===== config.mk =====
export PLATFORM = sky130hd
export DESIGN_NAME = pll_divider_serial_loader
export DESIGN_NICKNAME = d
export VERILOG_FILES = /design/src/pll_div_pkg.sv /design/src/pll_divider_serial_loader.sv
export SDC_FILE = /design/constraint.sdc
export NUM_CORES = 1
export LEC_CHECK = 0
export ABC_AREA = 0
export BUFFER_PORTS_ARGS = -buffer_cell sky130_fd_sc_hd__buf_2
export CORE_MARGIN = 4
export CORE_UTILIZATION = 29
export CTS_BUF_LIST = sky130_fd_sc_hd__clkbuf_8
export CTS_CLUSTER_DIAMETER = 50
export DETAILED_ROUTE_END_ITERATION = 7
export PLACE_DENSITY_LB_ADDON = 0.3
export SETUP_SLACK_MARGIN = 0.4
export SKIP_LAST_GASP = 1
export SYNTH_ARGS = -nofsm -noshare
export SYNTH_HDL_FRONTEND = slang
export SYNTH_SLANG_ARGS = --single-unit

===== constraint.sdc =====
create_clock -name clk_i -period 3.8 [get_ports clk_i]
set_clock_uncertainty 0.05 [all_clocks]
set_input_delay 0.57 -clock clk_i [delete_from_list [all_inputs] [get_ports clk_i]]
set_output_delay 0.57 -clock clk_i [all_outputs]
set_load 0.05 [all_outputs]

===== src/pll_div_pkg.sv =====
/*
  Constants, field layout and carrier types for the divider serial loader.
  Assumes a single 200 MHz system clock and link pins sampled synchronously.
*/
package pll_div_pkg;

  // Clock rate
  localparam int CLK_MHZ = 200;

  // Shift register and word layout
  localparam int SHIFT_W = 19;
  localparam int SEL_POS = 0;
  localparam int REF_LSB = 1;
  localparam int REF_W = 14;
  localparam int PSC_POS = 15;
  localparam int SWAL_LSB = 1;
  localparam int SWAL_W = 7;
  localparam int MAIN_LSB = 8;
  localparam int MAIN_W = 11;
  localparam int PRE_W = 8;

  // Latch and shift register reset values
  localparam logic [13:0] REF_RST = 14'h0003;
  localparam logic PSC_RST = 1'b0;
  localparam logic [6:0] SWAL_RST = 7'h00;
  localparam logic [10:0] MAIN_RST = 11'h003;
  localparam logic [18:0] SHIFT_RST = 19'h00000;

  // Prescaler last count: modulus minus one
  localparam logic [7:0] PRE_LAST_128 = 8'h7F;
  localparam logic [7:0] PRE_LAST_64 = 8'h3F;

  // Serial link pins
  typedef struct packed {
    logic ser_clk;
    logic ser_data;
    logic load_strobe;
  } serial_link_t;

  // Reference word latch
  typedef struct packed {
    logic prescaler_modulus_bit;
    logic [13:0] ratio;
  } ref_latch_t;

  // Frequency word latch
  typedef struct packed {
    logic [10:0] main_ratio;
    logic [6:0] swallow_ratio;
  } fb_latch_t;

endpackage : pll_div_pkg


===== src/pll_divider_serial_loader.sv =====
/*
  Serial word loader, reference divider and dual-modulus feedback divider.
  Assumes link pins, reference and VCO inputs are synchronous to clk_i and
  each input stays at one level for at least one clock between edges.
*/
`timescale 1ns/1ps

module pll_divider_serial_loader (
  input wire logic clk_i,
  input wire logic sys_rst_i,
  input wire pll_div_pkg::serial_link_t serial_i,
  input wire logic ref_in_i,
  input wire logic vco_in_i,
  output pll_div_pkg::ref_latch_t ref_latch_o,
  output pll_div_pkg::fb_latch_t fb_latch_o,
  output logic comp_clk_o,
  output logic fb_clk_o,
  output logic modulus_ctrl_o
);
  import pll_div_pkg::*;

  // Layout checks on package constants
  if (SEL_POS != 0 || REF_LSB != SEL_POS + 1 || SWAL_LSB != SEL_POS + 1) begin : g_sel_chk
    $error("select bit must sit just below the data fields");
  end
  if (PSC_POS != REF_LSB + REF_W) begin : g_psc_chk
    $error("modulus bit must sit above the reference ratio");
  end
  if (MAIN_LSB != SWAL_LSB + SWAL_W || MAIN_LSB + MAIN_W != SHIFT_W) begin : g_fb_chk
    $error("swallow and main fields must fill the shift register");
  end
  if (PRE_W < 8) begin : g_pre_chk
    $error("prescaler counter too narrow for modulus 129");
  end

  // Edge detect on link clock and divider inputs
  logic ser_clk_prev_r;
  logic ref_prev_r;
  logic vco_prev_r;
  wire ser_rise = serial_i.ser_clk & ~ser_clk_prev_r;
  wire ref_rise = ref_in_i & ~ref_prev_r;
  wire vco_rise = vco_in_i & ~vco_prev_r;

  always_ff @(posedge clk_i or posedge sys_rst_i) begin
    if (sys_rst_i) begin
      ser_clk_prev_r <= 1'b0;
      ref_prev_r <= 1'b0;
      vco_prev_r <= 1'b0;
    end else begin
      ser_clk_prev_r <= serial_i.ser_clk;
      ref_prev_r <= ref_in_i;
      vco_prev_r <= vco_in_i;
    end
  end

  // Shift register
  logic [SHIFT_W-1:0] shift_r;
  wire [SHIFT_W-1:0] shift_nxt = {shift_r[SHIFT_W-2:0], serial_i.ser_data};

  always_ff @(posedge clk_i or posedge sys_rst_i) begin
    if (sys_rst_i) begin
      shift_r <= SHIFT_RST;
    end else if (ser_rise) begin
      shift_r <= shift_nxt;
    end
  end

  // Word decode
  wire word_sel = shift_r[SEL_POS];
  wire load_ref = serial_i.load_strobe & word_sel;
  wire load_fb = serial_i.load_strobe & ~word_sel;
  ref_latch_t ref_word;
  fb_latch_t fb_word;
  assign ref_word.prescaler_modulus_bit = shift_r[PSC_POS];
  assign ref_word.ratio = shift_r[REF_LSB +: REF_W];
  assign fb_word.swallow_ratio = shift_r[SWAL_LSB +: SWAL_W];
  assign fb_word.main_ratio = shift_r[MAIN_LSB +: MAIN_W];

  // Latches, written only while the strobe is high
  ref_latch_t ref_latch_r;
  fb_latch_t fb_latch_r;

  always_ff @(posedge clk_i or posedge sys_rst_i) begin
    if (sys_rst_i) begin
      ref_latch_r <= '{prescaler_modulus_bit: PSC_RST, ratio: REF_RST};
    end else if (load_ref) begin
      ref_latch_r <= ref_word;
    end
  end

  always_ff @(posedge clk_i or posedge sys_rst_i) begin
    if (sys_rst_i) begin
      fb_latch_r <= '{main_ratio: MAIN_RST, swallow_ratio: SWAL_RST};
    end else if (load_fb) begin
      fb_latch_r <= fb_word;
    end
  end

  assign ref_latch_o = ref_latch_r;
  assign fb_latch_o = fb_latch_r;

  // Reference divider
  logic [REF_W-1:0] ref_cnt_r;
  logic comp_clk_r;
  wire ref_wrap = ref_rise & (ref_cnt_r == '0);
  wire [REF_W-1:0] ref_cnt_nxt = ref_wrap ? ref_latch_r.ratio - 14'h0001
                                          : ref_cnt_r - 14'h0001;

  always_ff @(posedge clk_i or posedge sys_rst_i) begin
    if (sys_rst_i) begin
      ref_cnt_r <= '0;
      comp_clk_r <= 1'b0;
    end else begin
      if (ref_rise) begin
        ref_cnt_r <= ref_cnt_nxt;
      end
      comp_clk_r <= ref_wrap;
    end
  end

  assign comp_clk_o = comp_clk_r;

  // Dual-modulus prescaler
  logic [PRE_W-1:0] pre_cnt_r;
  logic mod_ctrl_r;
  wire [PRE_W-1:0] pre_base = ref_latch_r.prescaler_modulus_bit ? PRE_LAST_64
                                                               : PRE_LAST_128;
  wire [PRE_W-1:0] pre_last = pre_base + {7'h00, mod_ctrl_r};
  wire pre_wrap = vco_rise & (pre_cnt_r == pre_last);

  always_ff @(posedge clk_i or posedge sys_rst_i) begin
    if (sys_rst_i) begin
      pre_cnt_r <= '0;
    end else if (vco_rise) begin
      pre_cnt_r <= pre_wrap ? '0 : pre_cnt_r + 8'h01;
    end
  end

  // Main and swallow counters
  logic [MAIN_W-1:0] main_cnt_r;
  logic [SWAL_W-1:0] swal_cnt_r;
  logic fb_clk_r;
  wire fb_end = pre_wrap & (main_cnt_r <= 11'h001);
  wire [MAIN_W-1:0] main_cnt_nxt = fb_end ? fb_latch_r.main_ratio
                                          : main_cnt_r - 11'h001;
  wire [SWAL_W-1:0] swal_dec = (swal_cnt_r != '0) ? swal_cnt_r - 7'h01 : swal_cnt_r;
  wire [SWAL_W-1:0] swal_cnt_nxt = fb_end ? fb_latch_r.swallow_ratio : swal_dec;

  always_ff @(posedge clk_i or posedge sys_rst_i) begin
    if (sys_rst_i) begin
      main_cnt_r <= MAIN_RST;
      swal_cnt_r <= SWAL_RST;
      mod_ctrl_r <= 1'b0;
    end else if (pre_wrap) begin
      main_cnt_r <= main_cnt_nxt;
      swal_cnt_r <= swal_cnt_nxt;
      mod_ctrl_r <= (swal_cnt_nxt != '0);
    end
  end

  always_ff @(posedge clk_i or posedge sys_rst_i) begin
    if (sys_rst_i) begin
      fb_clk_r <= 1'b0;
    end else begin
      fb_clk_r <= fb_end;
    end
  end

  assign fb_clk_o = fb_clk_r;
  assign modulus_ctrl_o = mod_ctrl_r;

  // Independent count of VCO rises per prescaler cycle
  logic [8:0] pre_seen_r;
  logic pre_clean_r;

  always_ff @(posedge clk_i or posedge sys_rst_i) begin
    if (sys_rst_i) begin
      pre_seen_r <= '0;
      pre_clean_r <= 1'b1;
    end else begin
      if (pre_wrap) begin
        pre_seen_r <= '0;
      end else if (vco_rise) begin
        pre_seen_r <= pre_seen_r + 9'h001;
      end
      pre_clean_r <= ~load_ref & (pre_wrap | pre_clean_r);
    end
  end
endmodule : pll_divider_serial_loader


==> key figures, run 1 <==
Outcome
  • Status: finished clean

Setup path
  • Bufs and invs on worst path: 1
  • Top delay family on crit path: simple AND/OR/NAND/NOR gates
  • Slowest cell on the critical path: or4b_1
  • Worst Setup Start Kind: register
  • Crit-path max FO: 6
  • CP Class: reg2reg
  • R2R setup slack: ~690 ps
  • Setup crit start: ref_cnt_r[2]
  • Critical path endpoint: ref_cnt_r[12]
  • R2R Path Start: ref_cnt_r[2]
  • Worst path max stage delay: about 500 ps
  • CP Cell Sequence: or3_4, nor2_1, nand2_2, inv_1, a21oi_1, ha_1, or4b_1, or2_2, a311oi_4, o21ai_1, a221oi_2
  • Worst r2r path cells: 11
  • Levels on crit path: 11
  • Req. time, crit path: 4030 ps
  • Worst EP arrival: 3340 ps
  • CP endpoint kind: register
  • Reg2reg end: ref_cnt_r[12]

Clock tree
  • TritonCTS Buffers: 9
  • Hold-fix buffers at CTS: 0
  • Clock buffer depth: 2
  • Post-CTS Resized: 0
  • Clk slew on worst S/H paths: 100 ps
  • H-tree levels: 3
  • CTS tree: built
  • Clk sinks: slightly below 100
  • Clock root cell: clkbuf_8
  • Post-CTS setup buffer count: 0
  • Worst-skew pair later-pin latency: 360 ps

Floorplan
  • Number of primary I/O pins: 43
  • Die boundary height: between 100 and 150 µm
  • FP Rows: 47
  • Die width: 139 µm
  • Die footprint: between 0.015 and 0.02 mm²
  • Initial Utilization: 0.297
  • Core area: 0.0167 mm²

STA
  • Endpoints failing setup: 0
  • RSZ-0062 raised after global routing: false
  • Max Fclk: about 320 MHz
  • Slew Limit Fails: 0
  • Final worst path period need: roughly 3100 ps
  • Worst Tran Pin Value: 908 ps
  • Relative slew slack: 0.395
  • Final Hold Viols: 0
  • Post-route clock period utilization: 0.820
  • Setup TNS: 0 ps

Route
  • Post-route ant nets: 0
  • Initial detailed-routing violation count: 267
  • Via-per-instance ratio: 5.15
  • Pre-Repair DR Iteration Count: 4
  • DRC Markers: 0
  • Via count: about 3800
  • Final wirelength: roughly 11000 µm
  • Drt wl/cell: between 15 and 20 µm

Synth
  • Syn Area/Cell: approximately 11 µm²
  • Ys async rst share: 1.00
  • Register area share after synthesis: 0.496
  • Post-synth EDFFs: 0
  • Mapped Area: 0.00496 mm²
  • Yosys top cell area share: 0.464
  • Leading area contributor after synthesis: dfrtp_1
  • Synthesized instance count: approximately 460
  • Warning count from the yosys run: 0
  • Synth cell types: 64
  • Synthesized Nets: between 400 and 500
  • Flops & latches, synth: 98
  • Primary FF master, synth: dfrtp_1
  • Area contributors post-synth: dfrtp_1 46%, mux2_2 12%, dfstp_2 3.2%

Power and ir drop
  • Clock power frac: 0.179
  • Internal power: between 2 and 2.5 mW
  • Max IR drop VDD: between 0.0002 and 0.00025 V
  • NetSw: roughly 1.6 mW
  • Switching Share: 0.431
  • Logic pwr share: 0.356
  • Leak pwr: ~2.5 nW
  • P per Cell Area: 660 mW/mm²
  • Power consumption: roughly 3.7 mW
  • Sequential share of power: 0.465

Layout
  • Most frequent cells in the layout: 92 x dfrtp_1, 55 x mux2_2, 42 x buf_2
  • Commonest non-fill, non-tap cell in the layout: dfrtp_1
  • Inserted Diodes: 0
  • Nets: between 500 and 600
  • Reg area: roughly 0.0025 mm²
  • Area of the multi-input gates: between 0.002 and 0.0025 mm²
  • Layout area overhead: 13.9%
  • Share of cells above drive strength 1: 0.288
  • Fillers: approximately 1700

Place
  • DP HPWL: 8330 µm
  • Port bufs: 42
  • Routability congestion estimate: 0.908

Global routing
  • Antenna violations before repair: 0
  • First-pass GRT wire length: approximately 19000 µm
  • Vias in the first global route: roughly 3800
  • Largest net degree at the start of global routing: 50
  • Grt ovf: 0
  • Total GRT Usage: 0.119

Run
  • Maxcap violations: 0

Hold path
  • Hold Path Class: in2async
final cells by class:
| cell class | instances | area share |
|---|---|---|
| multi-input cells | 330 | 0.422 |
| inverters | 15 | 0.0104 |
| well taps | 220 | 0.0487 |
| clock inverters | 6 | 0.0102 |
| clock buffers | 10 | 0.0243 |
| flip-flops and latches | 98 | 0.435 |
| repair buffers | 51 | 0.0491 |
power groups by stage:
stage | clock network, mW | registers, mW | logic [mW]
after detailed placement | 0 | 1.77 | 1.33
final | 0.670 | 1.74 | 1.33
after CTS | 0.701 | 1.75 | 1.33
after global routing | 0.754 | 1.79 | 1.42
after global placement | 0 | 1.76 | 1.31
after floorplan | 0 | 2.15 | 0.514
routing by layer:
layer	up-vias	routed length (µm)	track usage	part of all wire
met4	0	229	0.0520	0.020
met2	80	5380	0.193	0.47
li1	1823	-	-	-
met5	-	0	0	0
met1	1843	5250	0.154	0.46
met3	17	489	0.0262	0.043
per-stage QoR:
| stage | hold slack, ps | util | cell area, µm² | std cells | worst slack (ps) |
|---|---|---|---|---|---|
| final | 220 | 0.339 | 5660 | 730 | 686 |
| after CTS | 238 | 0.337 | 5630 | 730 | 593 |
| after detailed placement | 434 | 0.326 | 5440 | 714 | 286 |
| after global placement | 435 | 0.326 | 5440 | 714 | 396 |
| after floorplan | 407 | - | 4960 | 462 | 591 |
| after global routing | 253 | 0.339 | 5660 | 730 | 440 |
synth_stat cells (all sizes together) (5+ instances only):
library cell and instances:
nor4 6, nand3 11, nor3 14, xor2 6, nor2 32, a211oi 6
ha 7, o21ai 31, o2bb2ai 6, mux2 55, or3 10, dfstp 6
a31oi 7, clkbuf 12, dfrtp 92, inv 15, buf 7, nand2 26
or4 9, and3 5, a21oi 21
kinds of logic after synthesis:
| family | count (synthesis) | synth area share |
|---|---|---|
| AOI/OAI and AO/OA | 113 | 0.154 |
| DFF | 98 | 0.496 |
| and+or+nand+nor | 144 | 0.160 |
| adders and majority gates | 7 | 0.0176 |
| muxes | 56 | 0.127 |
| buffers and inverters | 34 | 0.0280 |
| xor gates and xnor gates | 10 | 0.0176 |
how the worst min path moves through the flow:
stage	from	to	slack [ps]	depth (start not counted)
6_report	sys_rst_i	ref_prev_r	220	2
2_1_floorplan	main_cnt_r[10]	main_cnt_r[10]	410	1
5_1_grt	sys_rst_i	ref_prev_r	250	2
3_5_place_dp	main_cnt_r[10]	main_cnt_r[10]	430	1
3_3_place_gp	main_cnt_r[10]	main_cnt_r[10]	430	1
4_1_cts	sys_rst_i	ref_cnt_r[13]	240	2
sequential cells by signal (all words and copies together), names as in the netlist:
| name | cells |
|---|---|
| pre_cnt_r | 8 |
| comp_clk_o | 1 |
| modulus_ctrl_o | 1 |
| ref_prev_r | 1 |
| fb_latch_o | 18 |
| main_cnt_r | 11 |
| shift_r | 19 |
| swal_cnt_r | 7 |
| ref_latch_o | 15 |
| fb_clk_o | 1 |
| ref_cnt_r | 14 |
| vco_prev_r | 1 |
| ser_clk_prev_r | 1 |
Power figures use the tool's default switching activity.
==> run 2, diff against run 1 <==
- clock period: 3.8 -> 2.85 ns (I/O delays scaled with it)
==> run 2 against run 1 <==
Net effect: design area up 7.6%; non-clock buffer count grew 42; utilization up 2.6 points; global-route usage up 1.1 points; final cell count up 5.8%; via count increased by 7.0%; critical path type unchanged; largest cell class unchanged; highest routed layer unchanged.
==> key figures, run 2 (synthesized netlist as in run 1, its figures left out) <==
Setup path
  • CP Cell Sequence: or2_4, nor2_2, nand2_2, inv_4, a21oi_2, ha_2, or4b_4, or2_4, a311oi_4, o21ai_1, a221oi_2
  • Req. time, crit path: roughly 3100 ps
  • Worst r2r path cells: 11
  • Crit-path max FO: 4
  • Worst path max stage delay: about 470 ps
  • Worst EP arrival: 2830 ps
  • Bufs and invs on worst path: 1
  • Worst Setup Start Kind: register
  • Slowest cell on the critical path: or4b_4
  • R2R Path Start: ref_cnt_r[4]
  • CP endpoint kind: register
  • CP Class: reg2reg
  • R2R setup slack: 260 ps
  • Most common cell on crit path: or2_4
  • Top delay family on crit path: simple AND/OR/NAND/NOR gates
  • Reg2reg end: ref_cnt_r[12]

Floorplan
  • FP Rows: 47
  • Die footprint: around 0.019 mm²
  • Initial Utilization: 0.297
  • Die boundary height: about 140 µm
  • Die width: approximately 140 µm
  • Number of primary I/O pins: 43
  • Core area: 0.0167 mm²

Place
  • DP HPWL: 8630 µm
  • Port bufs: 42
  • Routability congestion estimate: between 0.8 and 0.9

Route
  • Pre-Repair DR Iteration Count: 4
  • Via-per-instance ratio: 5.22
  • Post-route ant nets: 0
  • Initial detailed-routing violation count: roughly 280
  • Drt wl/cell: roughly 16 µm
  • Final wirelength: roughly 13000 µm
  • DRC Markers: 0
  • Via count: between 4000 and 5000

STA
  • Worst Tran Pin Value: 669 ps
  • Post-route clock period utilization: 0.909
  • Slew Limit Fails: 0
  • Relative slew slack: 0.553
  • Final Hold Viols: 0
  • Setup TNS: 0 ps
  • Max Fclk: approximately 390 MHz
  • Worst Hold Slack: between 30 and 40 ps
  • Endpoints failing setup: 0
  • RSZ-0062 raised after global routing: true
  • Final worst path period need: 2590 ps

Clock tree
  • TritonCTS Buffers: 9
  • Worst-skew pair later-pin latency: between 300 and 400 ps
  • Clock root cell: clkbuf_8
  • Clock buffer depth: 2
  • Clk slew on worst S/H paths: around 90 ps
  • Hold-fix buffers at CTS: 0
  • Clk sinks: 98
  • H-tree levels: 3
  • CTS tree: built

Layout
  • Nets: between 500 and 600
  • Max reg flops: 19
  • Inserted Diodes: 0
  • Most flop-heavy register: shift_r
  • Layout area overhead: 22.6%
  • Most frequent cells in the layout: 92 x dfrtp_1, 54 x mux2_2, 50 x buf_4
  • Share of cells above drive strength 1: 0.364
  • Commonest non-fill, non-tap cell in the layout: dfrtp_1

Hold path
  • Hold Path Class: in2async

Global routing
  • Antenna violations before repair: 0
  • Total GRT Usage: 0.131
  • First-pass GRT wire length: ~21000 µm
  • Grt ovf: 0
  • Vias in the first global route: between 3000 and 4000
  • Largest net degree at the start of global routing: 79

Power and ir drop
  • P per Cell Area: roughly 890 mW/mm²
  • Max IR drop VDD: between 0.0004 and 0.0005 V
  • Leak pwr: roughly 2.7 nW

Outcome
  • Status: finished clean

Run
  • Maxcap violations: 0
## run 2: cell count changes in the layout (fill, tap and decap cells not counted), sizes merged
| cell | previous run | this run |
|---|---|---|
| clkinv | 4 | 2 |
| inv | 16 | 15 |
| buf | 51 | 93 |
| clkbuf | 10 | 11 |
| clkinvlp | 0 | 1 |
| bufinv | 1 | 2 |
## run 2: per-layer routing
layer | track usage | vias up | part of all wire
li1 | - | 1901 | -
met1 | 0.175 | 1990 | 0.45
met2 | 0.207 | 114 | 0.48
met3 | 0.0255 | 21 | 0.047
met4 | 0.0551 | 0 | 0.024
met5 | 0 | - | 0
## run 2: through the flow
step	cell area [µm²]	total power, mW	worst slack, ps	utilization	std cells
2_1_floorplan	5000	3.58	30.0	-	462
3_3_place_gp	5620	4.19	42.6	0.336	732
3_5_place_dp	5620	4.22	-13.3	0.336	732
4_1_cts	6030	5.41	305	0.361	768
5_1_grt	6090	5.69	167	0.364	772
6_report	6090	5.39	258	0.364	772
## run 2: timing repair
action,CTS,global route
endpoints found under the setup margin,5,12
pin swaps,6,5
gates resized for setup,7,6
buffers inserted,20,4
## run 2: power by group
group | switching (mW) | total (mW) | internal [mW]
clock network | 0.488 | 1.03 | 0.540
logic | 1.32 | 2.09 | 0.772
registers | 0.454 | 2.27 | 1.82
## run 2: layout make-up
class | instances | area [µm²]
Clock buffer | 11 | 151
Clock inverter | 5 | 77.6
Multi-Input combinational cell | 330 | 2450
Sequential cell | 98 | 2460
Inverter | 15 | 62.6
Tap cell | 220 | 275
Fill cell | 1663 | 10600
Timing Repair Buffer | 93 | 606
## run 2: worst max path at each step
| stage | start | to | depth (start not counted) |
|---|---|---|---|
| 4_1_cts | ref_cnt_r[9] | ref_cnt_r[12] | 11 |
| 3_3_place_gp | ref_in_i | ref_cnt_r[12] | 12 |
| 5_1_grt | ref_cnt_r[13] | ref_cnt_r[12] | 11 |
| 3_5_place_dp | ref_in_i | ref_cnt_r[12] | 12 |
| 2_1_floorplan | ref_in_i | ref_cnt_r[12] | 12 |
| 6_report | ref_cnt_r[4] | ref_cnt_r[12] | 11 |
==> run 3, diff against run 2 <==
- CORE_UTILIZATION: 29 -> 56
==> run 3 against run 2 <==
Net effect: die area decreased by 46%; first-iteration DRC count fell by 3.6%; utilization grew 32 points; final cell count fell by 16%; power grew 0.38%; maximum frequency is 1.7% lower; count of clock-buffer cells in the layout shrank 1; largest cell class is now multi-input combinational cells; largest power group unchanged.
==> key figures, run 3 (synthesized netlist as in run 1, its figures left out) <==
Clock tree
  • CTS tree: built
  • Hold-fix buffers at CTS: 0
  • Clk slew on worst S/H paths: 100 ps
  • H-tree levels: 3
  • TritonCTS Buffers: 9
  • Clock buffer depth: 2
  • Clk sinks: 98
  • Worst-skew pair later-pin latency: between 300 and 400 ps
  • Clock root cell: clkbuf_8

Route
  • Via count: between 4000 and 5000
  • Met3 wire len: 716 µm
  • Final wirelength: 11600 µm
  • Routed wl met2: 5490 µm
  • Pre-Repair DR Iteration Count: 4
  • Top sig layer: met4
  • DRC Markers: 0
  • Via-per-instance ratio: 6.23
  • Initial detailed-routing violation count: about 270
  • Post-route ant nets: 0
  • DRT met1 WL: between 5000 and 6000 µm
  • Drt wl/cell: around 18 µm

Place
  • Routability congestion estimate: approximately 0.96
  • Dpl ws: 3.00 ps
  • Port bufs: 42
  • DP HPWL: between 7000 and 8000 µm

Layout
  • Share of cells above drive strength 1: 0.360
  • Nets: around 550
  • Most frequent cells in the layout: 91 x dfrtp_1, 54 x mux2_2, 42 x buf_2
  • Layout Utilization: 0.681
  • Most flop-heavy register: shift_r
  • Fillers: 646
  • Inserted Diodes: 0
  • Max reg flops: 19
  • Commonest non-fill, non-tap cell in the layout: dfrtp_1
  • Layout area overhead: 19.1%

Setup path
  • CP endpoint kind: register
  • Bufs and invs on worst path: 3
  • Crit-path max FO: 3
  • Worst EP arrival: about 2800 ps
  • Worst path max stage delay: roughly 580 ps
  • Req. time, crit path: roughly 3100 ps
  • Slowest cell on the critical path: or4b_4
  • CP Cell Sequence: or4b_4, nor3_4, nand2_2, inv_4, a21oi_4, ha_2, or4b_4, buf_6, buf_6, nor2_2, o211a_1, a221o_1
  • R2R Path Start: ref_cnt_r[13]
  • Setup crit start: ref_cnt_r[13]
  • CP Class: reg2reg
  • Worst Setup Start Kind: register
  • Top delay family on crit path: simple AND/OR/NAND/NOR gates

STA
  • Setup TNS: 0 ps
  • Max Fclk: 379 MHz
  • Slew Limit Fails: 0
  • RSZ-0062 raised after global routing: true
  • Worst Hold Slack: ~120 ps
  • Final worst path period need: about 2600 ps
  • Endpoints failing setup: 0
  • Relative slew slack: 0.410
  • Worst Tran Pin Value: slightly below 900 ps
  • Final Hold Viols: 0
  • Post-route clock period utilization: 0.925
  • Final worst setup slack: roughly 210 ps

Power and ir drop
  • Leak pwr: between 2 and 3 nW
  • Power consumption: between 5 and 6 mW
  • Max IR drop VDD: between 0.0005 and 0.0006 V
  • P per Cell Area: slightly above 900 mW/mm²

Floorplan
  • Die boundary height: just over 100 µm
  • Die footprint: 0.0104 mm²
  • Number of primary I/O pins: 43
  • FP Rows: 34
  • Die width: around 100 µm
  • Core area: ~0.0087 mm²
  • Initial Utilization: 0.572

Global routing
  • Total GRT Usage: 0.232
  • Vias in the first global route: 3936
  • Largest net degree at the start of global routing: 99
  • Grt ovf: 0
  • Antenna violations before repair: 0
  • First-pass GRT wire length: 19100 µm

Hold path
  • Hold Path Class: in2async

Run
  • Maxcap violations: 0

Outcome
  • Status: finished clean
## run 3: path summary, 6_finish.rpt
kind,end,cells past startpoint,slack (ps)
max,ref_cnt_r[6],12,210
min,ref_cnt_r[2],3,120
max reg2reg,ref_cnt_r[6],12,210
min reg2reg,main_cnt_r[10],1,470
max in group asynchronous,main_cnt_r[0],3,2210
min in group clk_i,ser_clk_prev_r,1,130
## run 3: area by class of cell
cell class,count,area (µm²),share of cell area
Clock buffer,10,138,0.0233
Tap cell,108,135,0.0229
Clock inverter,6,93.8,0.0159
Timing Repair Buffer,83,542,0.0916
Sequential cell,98,2460,0.416
Multi-Input combinational cell,330,2480,0.419
Inverter,15,62.6,0.0106
## run 3: stage by stage
| step | cell area [µm²] | instances |
|---|---|---|
| after floorplan | 5000 | 462 |
| after global placement | 5440 | 615 |
| after detailed placement | 5440 | 615 |
| after CTS | 5820 | 648 |
| after global routing | 5910 | 650 |
| final | 5910 | 650 |
## run 3: power by group
group / switching (mW) / internal [mW] / total, mW
registers: 0.465 / 1.82 / 2.28
logic: 1.31 / 0.774 / 2.08
clock network: 0.515 / 0.528 / 1.04
total: 2.29 / 3.12 / 5.41
## run 3: repair_timing
action / CTS / global route
setup buffers: 17 / 2
resized for setup: 5 / 14
pin swaps: 12 / 8
cloned: 0 / 0
endpoints found under the setup margin: 4 / 19
## run 3: worst min-delay path, stage by stage
cell        delay [ps]
buf_2              110
clkinvlp_4          70
buf_12             380
## run 3: per-layer routing
layer  vias to the layer above  track usage
li1                       1878            -
met1                      1993        0.317
met2                       156        0.367
met3                        24       0.0451
met4                         0       0.0908
met5                         -            0
